--- config.mk ---
export PLATFORM = sky130hd
export DESIGN_NAME = ccs_clock_out
export DESIGN_NICKNAME = d
export VERILOG_FILES = /design/src/ccs_pkg.sv /design/src/ccs_clock_out.sv
export SDC_FILE = /design/constraint.sdc
export NUM_CORES = 1
export LEC_CHECK = 0
export BUFFER_PORTS_ARGS = -buffer_cell sky130_fd_sc_hd__buf_2
export CAP_MARGIN = 15
export CORE_ASPECT_RATIO = 0.7
export CORE_MARGIN = 2
export CORE_UTILIZATION = 32
export DETAILED_ROUTE_END_ITERATION = 6
export PLACE_DENSITY_LB_ADDON = 0.12
export SYNTH_ARGS = -nofsm -noshare
export SYNTH_HDL_FRONTEND = slang
export SYNTH_SLANG_ARGS = --single-unit
--- constraint.sdc ---
create_clock -name pclk -period 2.9 [get_ports pclk]
set_input_delay 0.145 -clock pclk [delete_from_list [all_inputs] [get_ports pclk]]
set_output_delay 0.145 -clock pclk [all_outputs]
set_load 0.01 [all_outputs]
--- src/ccs_pkg.sv ---
package ccs_pkg;
	localparam int         NUM_OUT    = 4;
	localparam int         NUM_PHASE  = 8;
	localparam int         NUM_IN     = 4;
	localparam int         SEL_W      = 4;
	localparam int         CNT_W      = 16;
	localparam int         PPM_W      = 20;
	localparam int         ADDR_W     = 8;

	// Register byte offsets
	localparam logic [7:0] OFF_CTRL     = 8'h00;
	localparam logic [7:0] OFF_LOCK_DLY = 8'h04;
	localparam logic [7:0] OFF_LOCK_WIN = 8'h08;
	localparam logic [7:0] OFF_STATUS   = 8'h0C;
	localparam logic [7:0] OFF_OUT_CFG0 = 8'h10;
	localparam logic [7:0] OFF_IRQ_STAT = 8'h20;
	localparam logic [7:0] OFF_IRQ_CLR  = 8'h24;
	localparam logic [7:0] OFF_IRQ_EN   = 8'h28;

	// Control register fields
	localparam int         CTRL_SS_BIT  = 0;
	localparam int         CTRL_FB_BIT  = 1;
	localparam int         CTRL_POL_LO  = 2;
	localparam int         CTRL_POL_W   = 2;

	// Reset values
	localparam logic [15:0] LOCK_DLY_RST = 16'h0400;
	localparam logic [19:0] LOCK_WIN_RST = 20'h07D00;
	localparam logic [31:0] CTRL_RST     = 32'h0000_0000;

	// Source select codes: phases first, then input clocks
	localparam logic [3:0] SEL_FIRST_IN = 4'h8;

	// Interrupt event bits
	localparam int         IRQ_LOCK_UP   = 0;
	localparam int         IRQ_LOCK_DOWN = 1;
	localparam int         IRQ_SWITCHED  = 2;
	localparam int         IRQ_W         = 3;

	typedef enum logic [1:0] {
		CCS_POL_HELD,
		CCS_POL_FREE_RESYNC,
		CCS_POL_NO_RESYNC
	} ccs_policy_e;

	typedef struct packed {
		logic             gate_use;
		logic             invert;
		logic             sec_en;
		logic [SEL_W-1:0] sec_sel;
		logic [SEL_W-1:0] prim_sel;
	} ccs_out_cfg_s;

	localparam int         OUT_CFG_W = $bits(ccs_out_cfg_s);
	localparam logic [10:0] OUT_CFG_RST = 11'h000;

	typedef struct packed {
		logic              psel;
		logic              penable;
		logic              pwrite;
		logic [ADDR_W-1:0] paddr;
		logic [31:0]       pwdata;
	} ccs_apb_req_s;
endpackage : ccs_pkg

--- src/ccs_clock_out.sv ---
// Design decisions made here: the address map and the APB register port.
module ccs_clock_out #(
	parameter int                       NUM_OUT = ccs_pkg::NUM_OUT,
	parameter logic [ccs_pkg::CNT_W-1:0] LOCK_DLY_DEF = ccs_pkg::LOCK_DLY_RST
) (
	input  wire logic                           pclk,
	input  wire logic                           presetn,
	input  wire logic                           psel,
	input  wire logic                           penable,
	input  wire logic                           pwrite,
	input  wire logic [ccs_pkg::ADDR_W-1:0]     paddr,
	input  wire logic [31:0]                    pwdata,
	output logic      [31:0]                    prdata,
	output logic                                pready,
	output logic                                pslverr,
	input  wire logic                           ref_clk,
	input  wire logic [ccs_pkg::NUM_IN-1:0]     input_clk,
	input  wire logic [ccs_pkg::NUM_PHASE-1:0]  loop_phase,
	input  wire logic                           loop_phase_ok,
	input  wire logic [ccs_pkg::PPM_W-1:0]      loop_phase_err_ppm,
	input  wire logic                           loop_bypass_low,
	input  wire logic [NUM_OUT-1:0]             global_out_gate_enable,
	input  wire logic [NUM_OUT-1:0]             glitchless_mux_select,
	input  wire logic [NUM_OUT-1:0]             divider_async_reset_low,
	output logic [NUM_OUT-1:0]                  global_clock_out,
	output logic [NUM_OUT-1:0]                  local_clock_out,
	output logic                                loop_lock,
	output logic                                loop_core_on,
	output logic                                loop_fb_internal,
	output logic                                irq
);
	// APB request bundle
	ccs_pkg::ccs_apb_req_s req;
	assign req = '{psel: psel, penable: penable, pwrite: pwrite, paddr: paddr, pwdata: pwdata};

	logic [31:0]                 ctrl_reg;
	logic [ccs_pkg::CNT_W-1:0]   lock_dly_reg;
	logic [ccs_pkg::PPM_W-1:0]   lock_win_reg;
	ccs_pkg::ccs_out_cfg_s       out_cfg_reg [NUM_OUT];
	logic [ccs_pkg::IRQ_W-1:0]   irq_stat_reg;
	logic [ccs_pkg::IRQ_W-1:0]   irq_en_reg;
	logic [31:0]                 prdata_reg;
	logic                        pready_reg;
	logic                        pslverr_reg;

	// Bus decode
	wire                          setup_ph  = req.psel & ~req.penable;
	wire                          wr_acc    = req.psel & req.penable & pready_reg & req.pwrite;
	wire                          hit_ctrl  = req.paddr == ccs_pkg::OFF_CTRL;
	wire                          hit_dly   = req.paddr == ccs_pkg::OFF_LOCK_DLY;
	wire                          hit_win   = req.paddr == ccs_pkg::OFF_LOCK_WIN;
	wire                          hit_stat  = req.paddr == ccs_pkg::OFF_STATUS;
	wire                          hit_ist   = req.paddr == ccs_pkg::OFF_IRQ_STAT;
	wire                          hit_iclr  = req.paddr == ccs_pkg::OFF_IRQ_CLR;
	wire                          hit_ien   = req.paddr == ccs_pkg::OFF_IRQ_EN;
	wire                          hit_ocfg  = req.paddr[7:4] == ccs_pkg::OFF_OUT_CFG0[7:4] & req.paddr[1:0] == 2'h0;
	wire [1:0]                    ocfg_idx  = req.paddr[3:2];
	wire                          hit_any   = hit_ctrl | hit_dly | hit_win | hit_stat | hit_ist
		| hit_iclr | hit_ien | hit_ocfg;

	// Configuration decode
	wire                          ss_en     = ctrl_reg[ccs_pkg::CTRL_SS_BIT];
	wire ccs_pkg::ccs_policy_e    policy    = ccs_pkg::ccs_policy_e'(ctrl_reg[ccs_pkg::CTRL_POL_LO +: ccs_pkg::CTRL_POL_W]);

	// Lock tracking
	logic                        ref_prev_reg;
	logic [ccs_pkg::CNT_W-1:0]   lock_cnt_reg;
	logic                        in_lock_reg;
	logic                        lock_reg;
	logic                        div_rst_reg;
	logic                        resync_pend_reg;
	logic                        bypass_reg;
	logic                        core_on_reg;
	logic                        fb_int_reg;
	logic                        any_phase_used;
	logic [NUM_OUT-1:0]          uses_phase;
	logic [NUM_OUT-1:0]          switched;

	wire                          ref_rise  = ref_clk & ~ref_prev_reg;
	wire                          criterion = loop_phase_ok & (loop_phase_err_ppm <= lock_win_reg);
	wire                          loop_off  = ~loop_bypass_low | ~any_phase_used;
	wire                          lock_up   = in_lock_reg & ~lock_reg & ref_rise & (lock_cnt_reg >= lock_dly_reg);
	wire                          lock_down = lock_reg & (~criterion | loop_off);

	// loop used only if some output takes a phase
	assign any_phase_used = |uses_phase;

	// bypassed loop phases all track the reference
	wire [ccs_pkg::NUM_PHASE-1:0] phase_eff = loop_off ? {ccs_pkg::NUM_PHASE{ref_clk}} : loop_phase;
	// source vector, phases below input clocks
	// eight phases, each output picks any
	wire [15:0]                   src_vec   = {{(16 - ccs_pkg::NUM_PHASE - ccs_pkg::NUM_IN){1'b0}},
		input_clk, phase_eff};

	always_ff @(posedge pclk or negedge presetn) begin
		if (!presetn) begin
			ref_prev_reg <= 1'b0;
			lock_cnt_reg <= '0;
			in_lock_reg  <= 1'b0;
			lock_reg     <= 1'b0;
		end else begin
			ref_prev_reg <= ref_clk;
			if (!criterion || loop_off) begin
				in_lock_reg  <= 1'b0;
				lock_cnt_reg <= '0;
				lock_reg     <= 1'b0;
			end else begin
				in_lock_reg <= 1'b1;
				if (ref_rise && lock_cnt_reg < lock_dly_reg)
					lock_cnt_reg <= lock_cnt_reg + 1'b1;
				if (lock_up)
					lock_reg <= 1'b1;
			end
		end
	end

	// Divider reset per policy
	always_ff @(posedge pclk or negedge presetn) begin
		if (!presetn) begin
			div_rst_reg     <= 1'b1;
			resync_pend_reg <= 1'b0;
		end else begin
			case (policy)
				ccs_pkg::CCS_POL_HELD: begin
					// held low until lock, released on reference edge
					if (!lock_reg)
						div_rst_reg <= 1'b1;
					else if (ref_rise)
						div_rst_reg <= 1'b0;
					resync_pend_reg <= 1'b0;
				end
				ccs_pkg::CCS_POL_FREE_RESYNC: begin
					if (lock_up) begin
						div_rst_reg     <= 1'b1;
						resync_pend_reg <= 1'b1;
					end else if (resync_pend_reg && ref_rise) begin
						div_rst_reg     <= 1'b0;
						resync_pend_reg <= 1'b0;
					end
				end
				default: begin
					div_rst_reg     <= 1'b0;
					resync_pend_reg <= 1'b0;
				end
			endcase
		end
	end

	// Loop control outputs
	always_ff @(posedge pclk or negedge presetn) begin
		if (!presetn) begin
			bypass_reg  <= 1'b1;
			core_on_reg <= 1'b0;
			fb_int_reg  <= 1'b1;
		end else begin
			bypass_reg  <= loop_off;
			core_on_reg <= ~loop_off;
			fb_int_reg  <= ss_en | ~ctrl_reg[ccs_pkg::CTRL_FB_BIT];
		end
	end

	// Per-output glitchless mux, inversion, gating
	genvar g;
	generate
		for (g = 0; g < NUM_OUT; g++) begin : g_out
			logic cur_sec_reg;
			logic en_p_reg;
			logic en_s_reg;
			logic p_prev_reg;
			logic s_prev_reg;
			logic gate_reg;
			logic glob_reg;
			logic loc_reg;

			wire  p_clk  = src_vec[out_cfg_reg[g].prim_sel];
			wire  s_clk  = src_vec[out_cfg_reg[g].sec_sel];
			// mux exists only with a secondary source
			wire  want_s = out_cfg_reg[g].sec_en & glitchless_mux_select[g];
			wire  p_fall = p_prev_reg & ~p_clk;
			wire  s_fall = s_prev_reg & ~s_clk;
			wire  muxed  = (en_p_reg & p_clk) | (en_s_reg & s_clk);
			wire  shaped = (muxed ^ out_cfg_reg[g].invert) & ~div_rst_reg & divider_async_reset_low[g];
			wire  idle   = ~en_p_reg & ~en_s_reg;

			assign uses_phase[g] = out_cfg_reg[g].prim_sel < ccs_pkg::SEL_FIRST_IN
				| (out_cfg_reg[g].sec_en & out_cfg_reg[g].sec_sel < ccs_pkg::SEL_FIRST_IN);
			assign switched[g]   = idle & (cur_sec_reg ? s_fall : p_fall);

			always_ff @(posedge pclk or negedge presetn) begin
				if (!presetn) begin
					cur_sec_reg <= 1'b0;
					en_p_reg    <= 1'b1;
					en_s_reg    <= 1'b0;
					p_prev_reg  <= 1'b0;
					s_prev_reg  <= 1'b0;
				end else begin
					p_prev_reg <= p_clk;
					s_prev_reg <= s_clk;
					// drop old source on its falling edge
					if (want_s != cur_sec_reg) begin
						if ((en_p_reg && p_fall) || (en_s_reg && s_fall) || idle) begin
							en_p_reg    <= 1'b0;
							en_s_reg    <= 1'b0;
							cur_sec_reg <= want_s;
						end
					end else if (switched[g]) begin
						en_p_reg <= ~cur_sec_reg;
						en_s_reg <= cur_sec_reg;
					end
				end
			end

			// Gate changes only while the clock is low so no pulse is clipped
			always_ff @(posedge pclk or negedge presetn) begin
				if (!presetn) begin
					gate_reg <= 1'b0;
					glob_reg <= 1'b0;
					loc_reg  <= 1'b0;
				end else begin
					// fabric enable gates the global clock
					if (!shaped)
						gate_reg <= ~out_cfg_reg[g].gate_use | global_out_gate_enable[g];
					glob_reg <= shaped & gate_reg;
					loc_reg  <= shaped;
				end
			end

			assign global_clock_out[g] = glob_reg;
			assign local_clock_out[g]  = loc_reg;
		end
	endgenerate

	wire [ccs_pkg::IRQ_W-1:0] events = {|switched, lock_down, lock_up};

	// Status readback
	wire [31:0] status_word = {26'h0000000, bypass_reg, fb_int_reg, core_on_reg, div_rst_reg, in_lock_reg, lock_reg};
	wire [31:0] rd_mux =
		hit_ctrl ? ctrl_reg :
		hit_dly  ? {16'h0000, lock_dly_reg} :
		hit_win  ? {12'h000, lock_win_reg} :
		hit_stat ? status_word :
		hit_ist  ? {29'h00000000, irq_stat_reg} :
		hit_ien  ? {29'h00000000, irq_en_reg} :
		hit_ocfg ? {21'h000000, out_cfg_reg[ocfg_idx]} :
		32'h0000_0000;

	always_ff @(posedge pclk or negedge presetn) begin
		if (!presetn) begin
			ctrl_reg     <= ccs_pkg::CTRL_RST;
			lock_dly_reg <= LOCK_DLY_DEF;
			lock_win_reg <= ccs_pkg::LOCK_WIN_RST;
			irq_en_reg   <= '0;
			prdata_reg   <= '0;
			pready_reg   <= 1'b0;
			pslverr_reg  <= 1'b0;
			for (int i = 0; i < NUM_OUT; i++)
				out_cfg_reg[i] <= ccs_pkg::OUT_CFG_RST;
		end else begin
			pready_reg <= 1'b1;
			if (setup_ph) begin
				prdata_reg  <= req.pwrite ? 32'h0000_0000 : rd_mux;
				pslverr_reg <= ~hit_any | (req.pwrite & (hit_stat | hit_ist));
			end
			if (wr_acc && hit_ctrl)
				ctrl_reg <= req.pwdata;
			if (wr_acc && hit_dly)
				lock_dly_reg <= req.pwdata[ccs_pkg::CNT_W-1:0];
			if (wr_acc && hit_win)
				lock_win_reg <= req.pwdata[ccs_pkg::PPM_W-1:0];
			if (wr_acc && hit_ien)
				irq_en_reg <= req.pwdata[ccs_pkg::IRQ_W-1:0];
			if (wr_acc && hit_ocfg)
				out_cfg_reg[ocfg_idx] <= req.pwdata[ccs_pkg::OUT_CFG_W-1:0];
		end
	end

	// Sticky status; a new event wins over a clear in the same cycle
	wire [ccs_pkg::IRQ_W-1:0] clr_mask = (wr_acc && hit_iclr) ? req.pwdata[ccs_pkg::IRQ_W-1:0] : '0;
	logic irq_reg;
	logic lock_out_reg;
	always_ff @(posedge pclk or negedge presetn) begin
		if (!presetn) begin
			irq_stat_reg <= '0;
			irq_reg      <= 1'b0;
			lock_out_reg <= 1'b0;
		end else begin
			irq_stat_reg <= (irq_stat_reg & ~clr_mask) | events;
			irq_reg      <= |(irq_stat_reg & irq_en_reg);
			lock_out_reg <= lock_reg;
		end
	end

	assign prdata           = prdata_reg;
	assign pready           = pready_reg;
	assign pslverr          = pslverr_reg;
	assign loop_lock        = lock_out_reg;
	assign loop_core_on     = core_on_reg;
	assign loop_fb_internal = fb_int_reg;
	assign irq              = irq_reg;
endmodule : ccs_clock_out

# Yosys cells after proc, flatten, opt, wreduce, memory -nomap -nowiden
# Index checks and enable logic that the tools add are counted.
[totals]
output_inout_bits = 46
register_bits = 210
inputBits = 92
elab_cells = 349
[op_classes]
magnitude_cmp = 21
muxes = 67
n_bitwise = 123
reduce_logical = 48
eq_ne = 18
n_addsub = 1
[op_table]
columns = ["cell", "count"]
rows = [
  ["11-bit 2-to-1 mux", 7],
  ["32-bit 2-to-1 mux", 2],
  ["1-bit bitwise AND", 56],
  ["44-bit bitwise mux", 1],
  ["4-bit by 5-bit < comparator with 1-bit output, second input constant", 8],
  ["1-bit 2-to-1 mux", 40],
  ["20-bit 2-to-1 mux", 2],
  ["1-bit NOT", 34],
  ["1-bit binary-select mux with 4-bit select", 8],
  ["4-bit < comparator, second input constant", 8],
  ["16-bit 2-to-1 mux", 2],
  ["8-bit by 6-bit == test with 1-bit output, second input constant", 3],
  ["1-bit bitwise OR", 24],
  ["11-bit binary-select mux with 2-bit select", 1],
  ["11-bit demux with 2-bit select", 1],
  ["20-bit less-or-equal comparator", 1],
  ["2-bit AND reduction", 9],
  ["1-bit logical AND", 17],
  ["16-bit by 1-bit adder with 16-bit output, second input constant", 1],
  ["8-bit by 4-bit == test with 1-bit output, second input constant", 2],
  ["16-bit >= comparator", 1],
  ["16-bit < comparator", 1],
  ["2-bit nonzero test", 6],
  ["1-bit logical OR", 9],
  ["other kinds (21)", 34],
]

# Longest topological paths before layout
[logic_depth]
ltp_word = 16
mapped_depth = 11
ltp_nobuf = 10

# Least setup slack after synthesis
# No wires, ideal clock.
[synth_path]
path_type = "reg-to-reg"
from = "register lock_dly_reg[10] in the netlist's numbering"
to = "register lock_cnt_reg[15] in the netlist's numbering"
t_arrival_ps = 2614
path_slack_ps = 203
stages_incl_launch_ff = 11
synth_period_minus_slack_ps = 2697
setup_ps = 83
n_path_buf = 1
required_time_ps = 2817
cell_sequence = "dfstp_2 -> inv_1 -> ha_1 -> a21o_1 -> a21oi_1 -> o22ai_1 -> or3_1 -> clkbuf_1 -> or3b_1 -> or3_1 -> a21oi_1"
[synth_via]
elab_chain_cells = 3
[synth_rtl]
columns = ["item", "line_no", "text"]
rows = [
  ["start: declaration", "ccs_clock_out.sv:37", "logic [ccs_pkg::CNT_W-1:0] lock_dly_reg;"],
  ["start signal: assignment", "ccs_clock_out.sv:267", "lock_dly_reg <= req.pwdata[ccs_pkg::CNT_W-1:0];"],
  ["16-bit < comparator", "ccs_clock_out.sv:109", "if (ref_rise && lock_cnt_reg < lock_dly_reg)"],
  ["1-bit logical AND", "ccs_clock_out.sv:109", ""],
  ["2-bit nonzero test (no source line)", "--", ""],
  ["end signal: assignment", "ccs_clock_out.sv:110", "lock_cnt_reg <= lock_cnt_reg + 1'b1;"],
  ["end: declaration", "ccs_clock_out.sv:67", "logic [ccs_pkg::CNT_W-1:0] lock_cnt_reg;"],
]
# Every way passes these cells.
# A chain may end at the register's enable or synchronous reset.

# Final worst setup path
[layout_path]
from = "register out_cfg_reg[22] in the netlist's numbering"
to = "register g_out[1].gate_reg"
[layout_via]
elab_chain_cells = 13
elab_cells_between_ends = 16
cone_classes = "1 x order compare; 5 x mux; 9 x bitwise; 1 x reduce/logical"
[layout_rtl]
columns = ["item", "line_no", "text"]
rows = [
  ["start: declaration", "ccs_clock_out.sv:39", "ccs_pkg::ccs_out_cfg_s out_cfg_reg [NUM_OUT];"],
  ["start signal: indexed assignment", "ccs_clock_out.sv:257", "out_cfg_reg[i] <= ccs_pkg::OUT_CFG_RST;"],
  ["start signal: indexed assignment", "ccs_clock_out.sv:273", "out_cfg_reg[ocfg_idx] <= req.pwdata[ccs_pkg::OUT_CFG_W-1:0];"],
  ["4-bit < comparator", "ccs_clock_out.sv:185", "assign uses_phase[g] = out_cfg_reg[g].prim_sel < ccs_pkg::SEL_FIRST_IN"],
  ["1-bit bitwise OR", "ccs_clock_out.sv:186", "| (out_cfg_reg[g].sec_en & out_cfg_reg[g].sec_sel < ccs_pkg::SEL_FIRST_IN);"],
  ["4-bit OR reduction", "ccs_clock_out.sv:86", "assign any_phase_used = |uses_phase;"],
  ["1-bit NOT", "ccs_clock_out.sv:81", "wire loop_off = ~loop_bypass_low | ~any_phase_used;"],
  ["1-bit bitwise OR", "ccs_clock_out.sv:81", ""],
  ["8-bit 2-to-1 mux", "ccs_clock_out.sv:89", "wire [ccs_pkg::NUM_PHASE-1:0] phase_eff = loop_off ? {ccs_pkg::NUM_PHASE{ref_clk}} : loop_phase;"],
  ["1-bit binary-select mux with 4-bit select *", "ccs_clock_out.sv:175", "wire p_clk = src_vec[out_cfg_reg[g].prim_sel];"],
  ["1-bit 2-to-1 mux (not written as such) *", "ccs_clock_out.sv:175", ""],
  ["named net g_out[1].p_clk", "ccs_clock_out.sv:175", ""],
  ["1-bit bitwise AND *", "ccs_clock_out.sv:181", "wire muxed = (en_p_reg & p_clk) | (en_s_reg & s_clk);"],
  ["1-bit bitwise OR *", "ccs_clock_out.sv:181", ""],
  ["1-bit bitwise XOR *", "ccs_clock_out.sv:182", "wire shaped = (muxed ^ out_cfg_reg[g].invert) & ~div_rst_reg & divider_async_reset_low[g];"],
  ["1-bit bitwise AND * (2 in a row)", "ccs_clock_out.sv:182", ""],
  ["named net g_out[1].shaped", "ccs_clock_out.sv:182", ""],
  ["end signal: assignment", "ccs_clock_out.sv:222", "gate_reg <= ~out_cfg_reg[g].gate_use | global_out_gate_enable[g];"],
  ["end: declaration", "ccs_clock_out.sv:171", "logic gate_reg;"],
]
# Mark *: on every way through the listed nets, which the timed path passes. The rest lies on a longest branch. The select of a mux whose other input is x is not followed.

==> reports/results.tsv <==
metric	value	unit
drtPass1Iterations	6	
postSynth.asyncResetShare	1.000	
skew	0.01584	ns
relSlewSlack	0.5095	
crit_buf_inv	1	
grt_start_max_net_pins	69	
most-common-layout-cells	dfrtp_1, buf_2, mux2_2	
setup_violations	0	
synth_fp_nets	1196	
core_region_area	35990	um^2
slowest_stage	dfrtp_1	
required	3.32	ns
initial_utilization	0.3257	
gp_congestion	0.8766	
end_kind	register	
multi_input_area	5908	um^2
syn_to_final_growth	23.30	%
hold_violations	0	
final_common_cell	dfrtp_1	
synth_edf_count	0	
clkTransAtPathRegs	0.06	ns
io_pins	138	
cts_sinks	210	
whs	0.03420	ns
synth_top_area_frac	0.4184	
dieArea	38210	um^2
synth_cell_type_count	78	
synth_seq_cells	210	
worstSetupPathType	register to register	
maxCapViolCount	0	
cp.arrival	3.22	ns
antenna_found_initial	1	
diodes	0	
syn_area	11720	um^2
vdd.ir_drop.worst	356.1	uV
drive_gt1_frac	0.2978	
ys_seq_area_frac	0.4497	
synth_top_area_cell	dfrtp_1	
place.port_buffers	137	
wl_per_cell	21.00	um
clock_latency	0.54	ns
fin_crit	2.804	ns
drt_drc_violations_left	0	
power_density	494.6	nW/um^2
dr.first_iter.drc_count	800	
largest_reg_flops	44	
seqCellArea	5274	um^2
die-width	232.8	um
holdCritPathClass	input port to register	
cts_tree	done	
cts.path.max_buffers	3	
synth_cells	1059	
crit_family	multiplexers	
syn_area_per_cell	11.07	um^2
ant_nets	0	
timing.fmax	356.6	MHz
cts-root-buf	clkbuf_16	
layout.nets	1385	
ys_warn_count	0	
outcome	complete, no violations	
dpl-instance-area	13090	um^2
cts_buffers	24	
worst_pin_slew	0.7357	ns
synth_area_leaders	dfrtp_1, mux2_2, ha_1	
routed_via_density	5.222	
num_rows	58	
fillers	3576	
hpwl	26660	um
grt_overflow	0	
ys.flop_type	dfrtp_1	
post-route-period-util	0.9670	
grt_pass1_vias	8997	
critical_path.cell_chain	mux2_2, a211oi_1, nor3_1, o21ai_1, a21oi_1, buf_4, a211oi_2, mux2i_2, mux2_1	
htree_num_levels	1	
critPathMaxStageDelay	0.49	ns
grtUsageTotal	0.1935	
finalMaxSlewViolations	0	
cp-start-kind	register	
die_height	164.1	um
cp_max_fo	7	
finish.instance_area	14460	um^2
p_leak	6.644	nW
num_vias	9117	
grt_pass1_wl	56180	um
drt-total-wl	36660	um
final_util	0.4016	
-- cell usage after synthesis (6+ instances only) --
cell type  number
dfrtp_1       196
mux2_2         89
nand2_1        79
inv_1          63
nor2_1         51
o21ai_0        48
ha_1           45
mux2_1         43
clkbuf_1       30
a21oi_1        28
a22o_1         25
mux2i_1        23
mux4_2         22
nand2b_1       21
nor3_1         21
buf_2          17
nor2b_1        15
dfstp_2        14
xnor2_1        14
a21o_1         12
nand4_1        12
nand3_1        11
o22ai_1        11
nor3b_1        10
a221oi_1        9
buf_4           9
a22oi_1         8
a31oi_1         8
and2_1          7
o2111ai_1       7
a211oi_1        6
and3_1          6
or3_1           6
-- kinds of logic after synthesis --
logic type | count (synthesis) | synth area share
buffers and inverters | 129 | 0.04866
AND/OR/NAND/NOR | 265 | 0.1152
multiplexers | 179 | 0.1910
XOR/XNOR | 15 | 0.01121
AO/OA/AOI/OAI | 215 | 0.1359
adder cells (fa/ha/maj) | 45 | 0.04803
other | 1 | 0.0003199
flip-flops | 210 | 0.4497
-- per-layer routing --
metal,vias up,track usage,routed length (um)
met2,252,0.2715,15040
li1,4244,-,-
met4,0,0.03561,586
met5,-,0,0
met3,36,0.03038,1894
met1,4585,0.3093,19140
-- final timing paths --
check                                           endpoint                         from  cells after the start  slack, ns
max in group asynchronous         prdata[22]$_DFFE_PN0P_                      presetn                      3       1.88
min reg2reg                   loop_fb_internal$_DFF_PN1_      ctrl_reg[1]$_DFFE_PN0P_                      1       0.43
min                            irq_stat_reg[0]$_DFF_PN0_                    pwdata[0]                      3       0.03
max                        g_out[1].gate_reg$_DFFE_PN0N_  out_cfg_reg[22]$_DFFE_PN0P_                      9        0.1
max reg2reg                g_out[1].gate_reg$_DFFE_PN0N_  out_cfg_reg[22]$_DFFE_PN0P_                      9        0.1
min in group asynchronous   lock_cnt_reg[12]$_DFFE_PN0P_                      presetn                      2       0.15
-- layout make-up --
class | instances | area share
repair buffers | 228 | 0.1061
multi-input cells | 720 | 0.4087
well taps | 480 | 0.04155
flip-flops and latches | 210 | 0.3648
clock buffers | 34 | 0.04977
clock inverters | 10 | 0.01238
inverters | 64 | 0.01662
-- power by group --
| part | leakage (nW) | internal (W) | total, W | switching [W] |
|---|---|---|---|---|
| clock | 0.445 | 0.00217 | 0.00346 | 0.00129 |
| combinational | 3.41 | 0.000271 | 0.000647 | 0.000376 |
| sequential | 2.79 | 0.00299 | 0.00304 | 0.0000500 |
-- through the flow --
stage / setup WS (ns) / power, W / instances / setup TNS, ns
after floorplan: 0.2032 / 0.003378 / 1059 / 0
after global placement: 0.1273 / 0.003694 / 1657 / 0
after detailed placement: 0.1031 / 0.003694 / 1657 / 0
after CTS: 0.05507 / 0.007245 / 1743 / 0
after global routing: -0.01082 / 0.007425 / 1746 / -0.01612
final: 0.09568 / 0.007150 / 1746 / 0
-- timing repair --
| action | in CTS | in global routing |
|---|---|---|
| resized for setup | 0 | 3 |
| endpoints found under the hold margin | 141 | 0 |
| hold buffers | 42 | 0 |
| setup buffers | 0 | 3 |
| setup endpoints to repair | 0 | 4 |
-- worst reg2reg max path, stage by stage, from the launching register on --
cell and delay, ns:
dfrtp_1 0.49, mux2_2 0.39, a211oi_1 0.28, nor3_1 0.09, o21ai_1 0.08, a21oi_1 0.08, buf_4 0.16, a211oi_2 0.47
mux2i_2 0.33, mux2_1 0.34
Power figures use the tool's default switching activity.
